`src/rtl/bdm_pkg.sv`:
```
// Constants and types shared by the banked data memory map
`default_nettype none
package bdm_pkg;

	// ------------------------------------------------------------
	// Bus side layout
	// ------------------------------------------------------------
	localparam int FA_W = 9;
	localparam int HADDR_FA_LSB = 2;
	localparam int HADDR_FA_MSB = 10;
	localparam int HADDR_HI_LSB = 11;
	localparam logic [20:0] HADDR_HI_ZERO = 21'h000000;
	localparam logic HRESP_OKAY = 1'b0;
	localparam logic [23:0] RDATA_PAD = 24'h000000;

	// ------------------------------------------------------------
	// In-bank offsets of the special function registers
	// ------------------------------------------------------------
	localparam logic [6:0] OFF_INDIRECT = 7'h00;
	localparam logic [6:0] OFF_TIMER0 = 7'h01;
	localparam logic [6:0] OFF_PCL = 7'h02;
	localparam logic [6:0] OFF_STATUS = 7'h03;
	localparam logic [6:0] OFF_POINTER = 7'h04;
	localparam logic [6:0] OFF_PORT_A_DATA = 7'h05;
	localparam logic [6:0] OFF_PORT_B_DATA = 7'h06;
	localparam logic [6:0] OFF_PORT_C_DATA = 7'h07;
	localparam logic [6:0] OFF_PORT4 = 7'h08;
	localparam logic [6:0] OFF_PORT5 = 7'h09;
	localparam logic [6:0] OFF_PROGRAM_COUNTER_HIGH_LATCH = 7'h0A;
	localparam logic [6:0] OFF_INTERRUPT_CONTROL = 7'h0B;
	localparam logic [6:0] OFF_PERIPHERAL_IRQ_FLAGS = 7'h0C;
	localparam logic [6:0] OFF_GPR_LO = 7'h20;
	localparam logic [6:0] OFF_SHARED_LO = 7'h70;

	localparam logic [1:0] BANK0 = 2'h0;
	localparam logic [1:0] BANK1 = 2'h1;
	localparam logic [1:0] BANK2 = 2'h2;
	localparam logic [1:0] BANK3 = 2'h3;

	// ------------------------------------------------------------
	// General purpose storage
	// ------------------------------------------------------------
	localparam int RAM_AW = 9;
	localparam int RAM_DEPTH = 336;
	localparam logic [8:0] BANK1_BASE = 9'h060;
	localparam logic [8:0] BANK2_BASE = 9'h0B0;
	localparam logic [8:0] BANK3_BASE = 9'h100;

	// ------------------------------------------------------------
	// Field masks and reset values
	// ------------------------------------------------------------
	localparam int IRP_BIT = 7;
	localparam int PC_W = 13;
	localparam int PROGRAM_COUNTER_HIGH_LATCH_W = 5;
	localparam logic [7:0] PORT_A_DATA_MASK = 8'h3F;
	localparam logic [7:0] PERIPHERAL_IRQ_FLAGS_MASK = 8'h4F;
	localparam logic [7:0] STATUS_RW_MASK = 8'hE7;
	localparam logic [7:0] STATUS_RESET = 8'h18;
	localparam logic [7:0] BYTE_ZERO = 8'h00;
	localparam logic [4:0] PROGRAM_COUNTER_HIGH_LATCH_RESET = 5'h00;
	localparam logic [12:0] PC_RESET = 13'h0000;

	typedef enum logic [1:0] {
		ST_IDLE,
		ST_WRITE,
		ST_RWAIT,
		ST_RDONE
	} bdm_state_t;

endpackage
`default_nettype wire

```
`src/rtl/bdm_gpr_ram.sv`:
```
// General purpose byte storage shared by all four banks
`timescale 1ns/10ps
`default_nettype none
module bdm_gpr_ram
	import bdm_pkg::*;
(
	input wire logic clk,
	input wire logic we,
	input wire logic [bdm_pkg::RAM_AW-1:0] waddr,
	input wire logic [7:0] wdata,
	input wire logic [bdm_pkg::RAM_AW-1:0] raddr,
	output logic [7:0] rdata
);
	import bdm_pkg::*;

	// ------------------------------------------------------------
	// Storage array
	// ------------------------------------------------------------
	// No reset on purpose: contents live on like plain static RAM
	logic [7:0] mem [RAM_DEPTH];

	// Write port, one byte per clock
	always_ff @(posedge clk) begin
		if (we) begin
			mem[waddr] <= wdata;
		end
	end

	// Asynchronous read keeps the bus wait to a single cycle
	assign rdata = mem[raddr];
endmodule // bdm_gpr_ram
`default_nettype wire

```
`src/rtl/bdm_map.sv`:
```
// Banked data memory and special function register map, AHB-Lite slave
//
// Added by the designer: the AHB-Lite interface to the registers.
`timescale 1ns/10ps
`default_nettype none
module bdm_map
	import bdm_pkg::*;
#(
	parameter bit HAS_EXTRA_PORTS = 1'b1
) (
	input wire logic REF_CLK,
	input wire logic RSTN,
	input wire logic HSEL,
	input wire logic [31:0] HADDR,
	input wire logic [1:0] HTRANS,
	input wire logic HWRITE,
	input wire logic [2:0] HSIZE,
	input wire logic [31:0] HWDATA,
	input wire logic HREADY,
	output logic [31:0] HRDATA,
	output logic HREADYOUT,
	output logic HRESP,
	output logic [bdm_pkg::PC_W-1:0] PC_VALUE
);
	import bdm_pkg::*;

	// ------------------------------------------------------------
	// Declarations
	// ------------------------------------------------------------
	bdm_state_t state_reg, state_next;
	logic [FA_W-1:0] addr_reg, addr_next;
	logic addr_ok_reg, addr_ok_next;
	logic [31:0] hrdata_reg, hrdata_next;
	logic [7:0] timer0_reg, timer0_next;
	logic [PC_W-1:0] pc_reg, pc_next;
	logic [7:0] status_reg, status_next;
	logic [7:0] pointer_reg, pointer_next;
	logic [7:0] port_a_data_reg, port_a_data_next;
	logic [7:0] port_b_data_reg, port_b_data_next;
	logic [7:0] port_c_data_reg, port_c_data_next;
	logic [7:0] port4_data_reg, port4_data_next;
	logic [7:0] port4_dir_reg, port4_dir_next;
	logic [7:0] port5_data_reg, port5_data_next;
	logic [7:0] port5_dir_reg, port5_dir_next;
	logic [PROGRAM_COUNTER_HIGH_LATCH_W-1:0] program_counter_high_latch_reg, program_counter_high_latch_next;
	logic [7:0] interrupt_control_reg, interrupt_control_next;
	logic [7:0] peripheral_irq_flags_reg, peripheral_irq_flags_next;
	logic take, wr_en, valid, gpr_hit, sfr_hit;
	logic [FA_W-1:0] eff_addr;
	logic [6:0] off;
	logic [1:0] bank;
	logic [7:0] sfr_byte, rd_byte, ram_rdata, wd;
	logic [8:0] ram_off;
	logic [RAM_AW-1:0] ram_idx;

	// ------------------------------------------------------------
	// Address decode of the access in its data phase
	// ------------------------------------------------------------
	// Indirect access swaps in the pointer; a pointer aimed back at
	// the indirect location itself finds nothing, so it reads zero
	always_comb begin
		eff_addr = addr_reg;
		if (addr_reg[6:0] == OFF_INDIRECT) begin
			eff_addr = {status_reg[IRP_BIT], pointer_reg};
		end
		off = eff_addr[6:0];
		bank = eff_addr[8:7];
		valid = addr_ok_reg && (off != OFF_INDIRECT);
		gpr_hit = valid && (off >= OFF_GPR_LO);
		ram_off = {2'b00, off} - {2'b00, OFF_GPR_LO};
		if ((off >= OFF_SHARED_LO) || (bank == BANK0)) begin
			ram_idx = ram_off;
		end else if (bank == BANK1) begin
			ram_idx = BANK1_BASE + ram_off;
		end else if (bank == BANK2) begin
			ram_idx = BANK2_BASE + ram_off;
		end else begin
			ram_idx = BANK3_BASE + ram_off;
		end
	end

	// Register read select; anything not matched stays a miss
	always_comb begin
		sfr_hit = 1'b0;
		sfr_byte = BYTE_ZERO;
		if (valid) begin
			case (off)
				OFF_TIMER0: begin
					sfr_hit = (bank == BANK0) || (bank == BANK2);
					sfr_byte = timer0_reg;
				end
				OFF_PCL: begin
					sfr_hit = 1'b1;
					sfr_byte = pc_reg[7:0];
				end
				OFF_STATUS: begin
					sfr_hit = 1'b1;
					sfr_byte = status_reg;
				end
				OFF_POINTER: begin
					sfr_hit = 1'b1;
					sfr_byte = pointer_reg;
				end
				OFF_PORT_A_DATA: begin
					sfr_hit = (bank == BANK0);
					sfr_byte = port_a_data_reg & PORT_A_DATA_MASK;
				end
				OFF_PORT_B_DATA: begin
					sfr_hit = (bank == BANK0) || (bank == BANK2);
					sfr_byte = port_b_data_reg;
				end
				OFF_PORT_C_DATA: begin
					sfr_hit = (bank == BANK0);
					sfr_byte = port_c_data_reg;
				end
				OFF_PORT4: begin
					sfr_hit = HAS_EXTRA_PORTS && (bank <= BANK1);
					sfr_byte = (bank == BANK0) ? port4_data_reg : port4_dir_reg;
				end
				OFF_PORT5: begin
					sfr_hit = HAS_EXTRA_PORTS && (bank <= BANK1);
					sfr_byte = (bank == BANK0) ? port5_data_reg : port5_dir_reg;
				end
				OFF_PROGRAM_COUNTER_HIGH_LATCH: begin
					sfr_hit = 1'b1;
					sfr_byte = {3'h0, program_counter_high_latch_reg};
				end
				OFF_INTERRUPT_CONTROL: begin
					sfr_hit = 1'b1;
					sfr_byte = interrupt_control_reg;
				end
				OFF_PERIPHERAL_IRQ_FLAGS: begin
					sfr_hit = (bank == BANK0);
					sfr_byte = peripheral_irq_flags_reg & PERIPHERAL_IRQ_FLAGS_MASK;
				end
				default: sfr_hit = 1'b0;
			endcase
		end
		if (gpr_hit) begin
			rd_byte = ram_rdata;
		end else if (sfr_hit) begin
			rd_byte = sfr_byte;
		end else begin
			rd_byte = BYTE_ZERO;
		end
	end

	// ------------------------------------------------------------
	// Bus handshake
	// ------------------------------------------------------------
	// Reads take one wait state so that read data come from a flop
	assign take = HSEL && HTRANS[1] && HREADY;
	assign wr_en = (state_reg == ST_WRITE);
	assign HREADYOUT = (state_reg != ST_RWAIT);
	assign HRESP = HRESP_OKAY;
	assign HRDATA = hrdata_reg;
	assign PC_VALUE = pc_reg;

	always_comb begin
		state_next = state_reg;
		addr_next = addr_reg;
		addr_ok_next = addr_ok_reg;
		hrdata_next = hrdata_reg;
		case (state_reg)
			ST_RWAIT: begin
				hrdata_next = {RDATA_PAD, rd_byte};
				state_next = ST_RDONE;
			end
			ST_IDLE, ST_WRITE, ST_RDONE: begin
				state_next = ST_IDLE;
				if (take) begin
					addr_next = HADDR[HADDR_FA_MSB:HADDR_FA_LSB];
					addr_ok_next = (HADDR[31:HADDR_HI_LSB] == HADDR_HI_ZERO);
					state_next = HWRITE ? ST_WRITE : ST_RWAIT;
				end
			end
			default: state_next = ST_IDLE;
		endcase
	end

	always_ff @(posedge REF_CLK or negedge RSTN) begin
		if (!RSTN) begin
			state_reg <= ST_IDLE;
			addr_reg <= '0;
			addr_ok_reg <= 1'b0;
			hrdata_reg <= '0;
		end else begin
			state_reg <= state_next;
			addr_reg <= addr_next;
			addr_ok_reg <= addr_ok_next;
			hrdata_reg <= hrdata_next;
		end
	end

	// ------------------------------------------------------------
	// Register writes
	// ------------------------------------------------------------
	// A miss writes nothing, so stray stores cannot disturb anything
	assign wd = HWDATA[7:0];

	always_comb begin
		timer0_next = timer0_reg;
		pc_next = pc_reg;
		status_next = status_reg;
		pointer_next = pointer_reg;
		port_a_data_next = port_a_data_reg;
		port_b_data_next = port_b_data_reg;
		port_c_data_next = port_c_data_reg;
		port4_data_next = port4_data_reg;
		port4_dir_next = port4_dir_reg;
		port5_data_next = port5_data_reg;
		port5_dir_next = port5_dir_reg;
		program_counter_high_latch_next = program_counter_high_latch_reg;
		interrupt_control_next = interrupt_control_reg;
		peripheral_irq_flags_next = peripheral_irq_flags_reg;
		if (wr_en && sfr_hit) begin
			case (off)
				OFF_TIMER0: timer0_next = wd;
				OFF_PCL: pc_next = {program_counter_high_latch_reg, wd};
				OFF_STATUS: status_next = (status_reg & ~STATUS_RW_MASK) |
					(wd & STATUS_RW_MASK);
				OFF_POINTER: pointer_next = wd;
				OFF_PORT_A_DATA: port_a_data_next = wd & PORT_A_DATA_MASK;
				OFF_PORT_B_DATA: port_b_data_next = wd;
				OFF_PORT_C_DATA: port_c_data_next = wd;
				OFF_PORT4: begin
					if (bank == BANK0) port4_data_next = wd;
					else port4_dir_next = wd;
				end
				OFF_PORT5: begin
					if (bank == BANK0) port5_data_next = wd;
					else port5_dir_next = wd;
				end
				OFF_PROGRAM_COUNTER_HIGH_LATCH: program_counter_high_latch_next = wd[PROGRAM_COUNTER_HIGH_LATCH_W-1:0];
				OFF_INTERRUPT_CONTROL: interrupt_control_next = wd;
				OFF_PERIPHERAL_IRQ_FLAGS: peripheral_irq_flags_next = wd & PERIPHERAL_IRQ_FLAGS_MASK;
				default: peripheral_irq_flags_next = peripheral_irq_flags_reg;
			endcase
		end
	end

	// Flops run on every edge; no clock gating, so contents hold
	always_ff @(posedge REF_CLK or negedge RSTN) begin
		if (!RSTN) begin
			timer0_reg <= BYTE_ZERO;
			pc_reg <= PC_RESET;
			status_reg <= STATUS_RESET;
			pointer_reg <= BYTE_ZERO;
			port_a_data_reg <= BYTE_ZERO;
			port_b_data_reg <= BYTE_ZERO;
			port_c_data_reg <= BYTE_ZERO;
			port4_data_reg <= BYTE_ZERO;
			port4_dir_reg <= BYTE_ZERO;
			port5_data_reg <= BYTE_ZERO;
			port5_dir_reg <= BYTE_ZERO;
			program_counter_high_latch_reg <= PROGRAM_COUNTER_HIGH_LATCH_RESET;
			interrupt_control_reg <= BYTE_ZERO;
			peripheral_irq_flags_reg <= BYTE_ZERO;
		end else begin
			timer0_reg <= timer0_next;
			pc_reg <= pc_next;
			status_reg <= status_next;
			pointer_reg <= pointer_next;
			port_a_data_reg <= port_a_data_next;
			port_b_data_reg <= port_b_data_next;
			port_c_data_reg <= port_c_data_next;
			port4_data_reg <= port4_data_next;
			port4_dir_reg <= port4_dir_next;
			port5_data_reg <= port5_data_next;
			port5_dir_reg <= port5_dir_next;
			program_counter_high_latch_reg <= program_counter_high_latch_next;
			interrupt_control_reg <= interrupt_control_next;
			peripheral_irq_flags_reg <= peripheral_irq_flags_next;
		end
	end

	// Shared storage for every bank
	bdm_gpr_ram u_gpr (
		.clk(REF_CLK),
		.we(wr_en && gpr_hit),
		.waddr(ram_idx),
		.wdata(wd),
		.raddr(ram_idx),
		.rdata(ram_rdata)
	);
endmodule // bdm_map
`default_nettype wire

```
`config.mk`:
```
export PLATFORM = sky130hd
export DESIGN_NAME = bdm_map
export DESIGN_NICKNAME = d
export VERILOG_FILES = /design/src/rtl/bdm_pkg.sv /design/src/rtl/bdm_gpr_ram.sv /design/src/rtl/bdm_map.sv
export SDC_FILE = /design/constraint.sdc
export NUM_CORES = 2
export LEC_CHECK = 0
export BUFFER_PORTS_ARGS = -buffer_cell sky130_fd_sc_hd__buf_2
export CORE_ASPECT_RATIO = 1.75
export CORE_MARGIN = 5
export CORE_UTILIZATION = 25
export DETAILED_ROUTE_END_ITERATION = 8
export PLACE_DENSITY_LB_ADDON = 0.08
export SLEW_MARGIN = 20
export SYNTH_ARGS = -nofsm -noshare
export SYNTH_HDL_FRONTEND = slang
export SYNTH_SLANG_ARGS = --single-unit
```
`constraint.sdc`:
```
create_clock -name REF_CLK -period 4.5 [get_ports REF_CLK]
set_clock_uncertainty 0.1 [all_clocks]
set_input_delay 0 -clock REF_CLK [delete_from_list [all_inputs] [get_ports REF_CLK]]
set_output_delay 0 -clock REF_CLK [all_outputs]
set_load 0.02 [all_outputs]
```
==> reports/qor.tcl <==
set qor(run_status) {finished with violations}
set qor(violations) {negative setup slack}
set qor(required_time_of_the_critical_path_ns) 5.24
set qor(timing_hold_violations_final) 0
set qor(timing_worst_setup_path_type) {flop to flop}
set qor(flow.area_growth_from_synthesis_pct) 24.9
set qor(max-clock-path-buffers) 4
set qor(relSlewSlack) 0.244
set qor(ir_drop_mv) 0.389
set qor(post_route_ant_nets) 0
set qor(crit_path_end_kind) {flop}
set qor(drive_gt1_frac) 0.245
set qor(data_arrival_time_at_the_worst_slack_endpoint_ns) 5.26
set qor(remaining_drc_errors) 0
set qor(power_mw) 78.5
set qor(maxClockFrequency_mhz) 222
set qor(synth_cell_types) 93
set qor(synth_edf_count) 2688
set qor(finish.net_count) 8166
set qor(tightest_slew_ns) 1.13
set qor(post_synth.cell_area_avg_um2) 15.8
set qor(clkSinkCount) 2815
set qor(leakage_nw) 46.1
set qor(period_needed_ns) 4.51
set qor(rsz_0062_raised_after_global_routing) {false}
set qor(post_synthesis_sequential_area_ratio) 0.763
set qor(layout.core_utilization) 0.313
set qor(die_width_um) 511
set qor(grt_pass1_wl_mm) 651
set qor(max-cap-violations) 0
set qor(synthesis.area_um2) 110000
set qor(fp.dieH_um) 887
set qor(die_ar_um2) 454000
set qor(io-pin-count) 121
set qor(hpwlAfterDp_mm) 322
set qor(postRouteWirelength_mm) 484
set qor(buffers_added_on_ports) 65
set qor(globalRoute.totalOverflow) 0
set qor(clk-insertion-delay-late_ns) 0.93
set qor(syn-instance-count) 6945
set qor(row_count) 322
set qor(timing.setup.tns_ns) -0.0139
set qor(final.setup.worst_slack_ns) -0.0139
set qor(cts.reportedPaths.clkPinSlew_ns) 0.06
set qor(mostFrequentLayoutCell) {sky130_fd_sc_hd__edfxtp_1}
set qor(ys_warn_count) 0
set qor(dr.pass1.iters) 6
set qor(maximum_number_of_pins_on_one_net_before_global_route_repair) 127
set qor(drtIter0Drc) 6099
set qor(grt_util_all_layers) 0.206
set qor(worst-path-max-fanout) 20
set qor(antenna_found_initial) 34
set qor(slew_violations) 0
set qor(p_per_area_nw_per_um2) 571
set qor(avgViaCountPerCell) 4.96
set qor(cts_tree) {built}
set qor(share_of_synthesized_registers_carrying_an_async_set_or_reset) 0.0451
set qor(detail_route.wl_per_cell_um) 34.3
set qor(layout.cells.most_common_list) {sky130_fd_sc_hd__edfxtp_1, sky130_fd_sc_hd__buf_4, sky130_fd_sc_hd__nand2_1}
set qor(period_share) 1.00
set qor(cts_htree_levels) 5
set qor(setup.worst_path.start_class) {flop}
set qor(ys.flop_type) {sky130_fd_sc_hd__edfxtp_1}
set qor(root_buffer) {sky130_fd_sc_hd__clkbuf_16}
set qor(tritoncts.num_buffers) 287
set qor(finalSetupViolCount) 1
set qor(hold_path_class) {primary input to flop}
set qor(largest_register_ffs) 2688
set qor(via_count) 70100
set qor(gp_congestion) 0.856
set qor(initial_utilization) 0.251
set qor(yosys_register_bits) 2815
set qor(via_count_of_the_first_global_routing_pass) 72400
set qor(placeableCoreArea_um2) 439000
[path summary, 6_finish.rpt]
kind                       cells after the start                        to        startpoint  slack [ns]
max in group asynchronous                      4               addr_reg[2]              RSTN        3.66
min                                            2          u_gpr.mem[39][7]         HWDATA[7]        0.03
max reg2reg                                   13                 HRDATA[6]       addr_reg[1]       -0.01
min reg2reg                                    1          port5_dir_reg[7]  port5_dir_reg[7]        0.39
min in group asynchronous                      4  interrupt_control_reg[4]              RSTN        0.13
max                                           13                 HRDATA[6]       addr_reg[1]       -0.01
[cells by family (layout without fill, tap and decap cells)]
family | count (synthesis) | in the layout | synth area share
xor+xnor | 1 | 1 | 0.0000796
simple gates | 1254 | 1254 | 0.0495
fa+ha+maj | 3 | 3 | 0.000341
other cells | 1 | 37 | 0.0000341
buf+inv | 573 | 1896 | 0.0218
mux | 528 | 528 | 0.0505
compound gates | 1770 | 1770 | 0.115
flops | 2815 | 2815 | 0.763
[where the power goes]
part	switching, mW	leakage, nW	internal [mW]	total [mW]
Sequential	0.195	25.9	28.7	28.9
Clock	10.6	4.33	13.2	23.8
Combinational	17.1	15.9	8.69	25.8
Total	27.9	46.1	50.6	78.5
[cell usage after synthesis (19+ instances only)]
master / instances / area (µm²)
sky130_fd_sc_hd__buf_4: 27 / 203
sky130_fd_sc_hd__a21oi_1: 304 / 1520
sky130_fd_sc_hd__nor3_1: 35 / 175
sky130_fd_sc_hd__dfrtp_1: 127 / 3180
sky130_fd_sc_hd__clkbuf_1: 360 / 1350
sky130_fd_sc_hd__a211oi_1: 19 / 143
sky130_fd_sc_hd__o21ai_0: 187 / 936
sky130_fd_sc_hd__nand2_1: 575 / 2160
sky130_fd_sc_hd__a221o_1: 94 / 941
sky130_fd_sc_hd__nor4_1: 60 / 375
sky130_fd_sc_hd__a222oi_1: 59 / 591
sky130_fd_sc_hd__and3_1: 29 / 181
sky130_fd_sc_hd__o221ai_1: 40 / 350
sky130_fd_sc_hd__mux2i_1: 351 / 3510
sky130_fd_sc_hd__nor2_1: 407 / 1530
sky130_fd_sc_hd__buf_1: 73 / 274
sky130_fd_sc_hd__o22ai_1: 300 / 1880
sky130_fd_sc_hd__nand3_1: 58 / 290
sky130_fd_sc_hd__o211ai_1: 26 / 195
sky130_fd_sc_hd__a221oi_1: 261 / 2290
sky130_fd_sc_hd__a31oi_1: 39 / 244
sky130_fd_sc_hd__a32oi_1: 19 / 166
sky130_fd_sc_hd__a22oi_1: 263 / 1970
sky130_fd_sc_hd__a22o_1: 27 / 236
sky130_fd_sc_hd__mux2_2: 164 / 1850
sky130_fd_sc_hd__edfxtp_1: 2688 / 80700
sky130_fd_sc_hd__buf_2: 92 / 460
[through the flow]
stage	hold WS (ns)	instances	cell area, µm²	worst slack, ns
final	0.0259	14100	137000	-0.0139
after CTS	0.0146	14100	137000	0.0102
after global placement	0.0752	13600	127000	-1.01
after floorplan	-0.396	6969	110000	0.332
after detailed placement	0.0775	13600	127000	-0.616
after global routing	0.0311	14100	137000	0.00168
[worst max-delay path, cell delays in order, from the launching register on]
cell and delay, ns:
sky130_fd_sc_hd__dfrtp_1 0.49, sky130_fd_sc_hd__buf_4 0.23, sky130_fd_sc_hd__nor4_1 0.59, sky130_fd_sc_hd__a31o_4 0.50, sky130_fd_sc_hd__buf_12 0.33, sky130_fd_sc_hd__a22o_1 0.22, sky130_fd_sc_hd__a221oi_2 0.07, sky130_fd_sc_hd__o22ai_1 0.48
sky130_fd_sc_hd__buf_4 0.21, sky130_fd_sc_hd__o21ai_0 0.19, sky130_fd_sc_hd__buf_4 0.20, sky130_fd_sc_hd__a21oi_1 0.34, sky130_fd_sc_hd__a311oi_2 0.20, sky130_fd_sc_hd__a31oi_1 0.21
[routing by layer]
layer,vias to the layer above,part of all wire,global-route usage
met5,-,0.00012,0
met4,8,0.043,0.0781
met3,579,0.035,0.0202
met2,1899,0.53,0.383
met1,37500,0.39,0.243
li1,30200,-,-
[final cells by class]
| type | count | area [µm²] |
|---|---|---|
| clock buffers | 353 | 7630 |
| diodes | 12 | 30.0 |
| repair buffers | 1387 | 12700 |
| flip-flops and latches | 2815 | 83900 |
| clock inverters | 139 | 1230 |
| well taps | 5832 | 7300 |
| multi-input cells | 3581 | 24600 |
| inverters | 17 | 63.8 |
| fillers | 43200 | 301000 |
[repair_timing]
action | CTS | global route
gates cloned | 0 | 2
endpoints found under the setup margin | 168 | 282
pin swaps | 3 | 7
hold buffers | 45 | 0
resized for setup | 37 | 33
hold endpoints to repair | 2633 | 0
buffers inserted | 13 | 11
No activity file was read; power rests on OpenSTA's default activity.
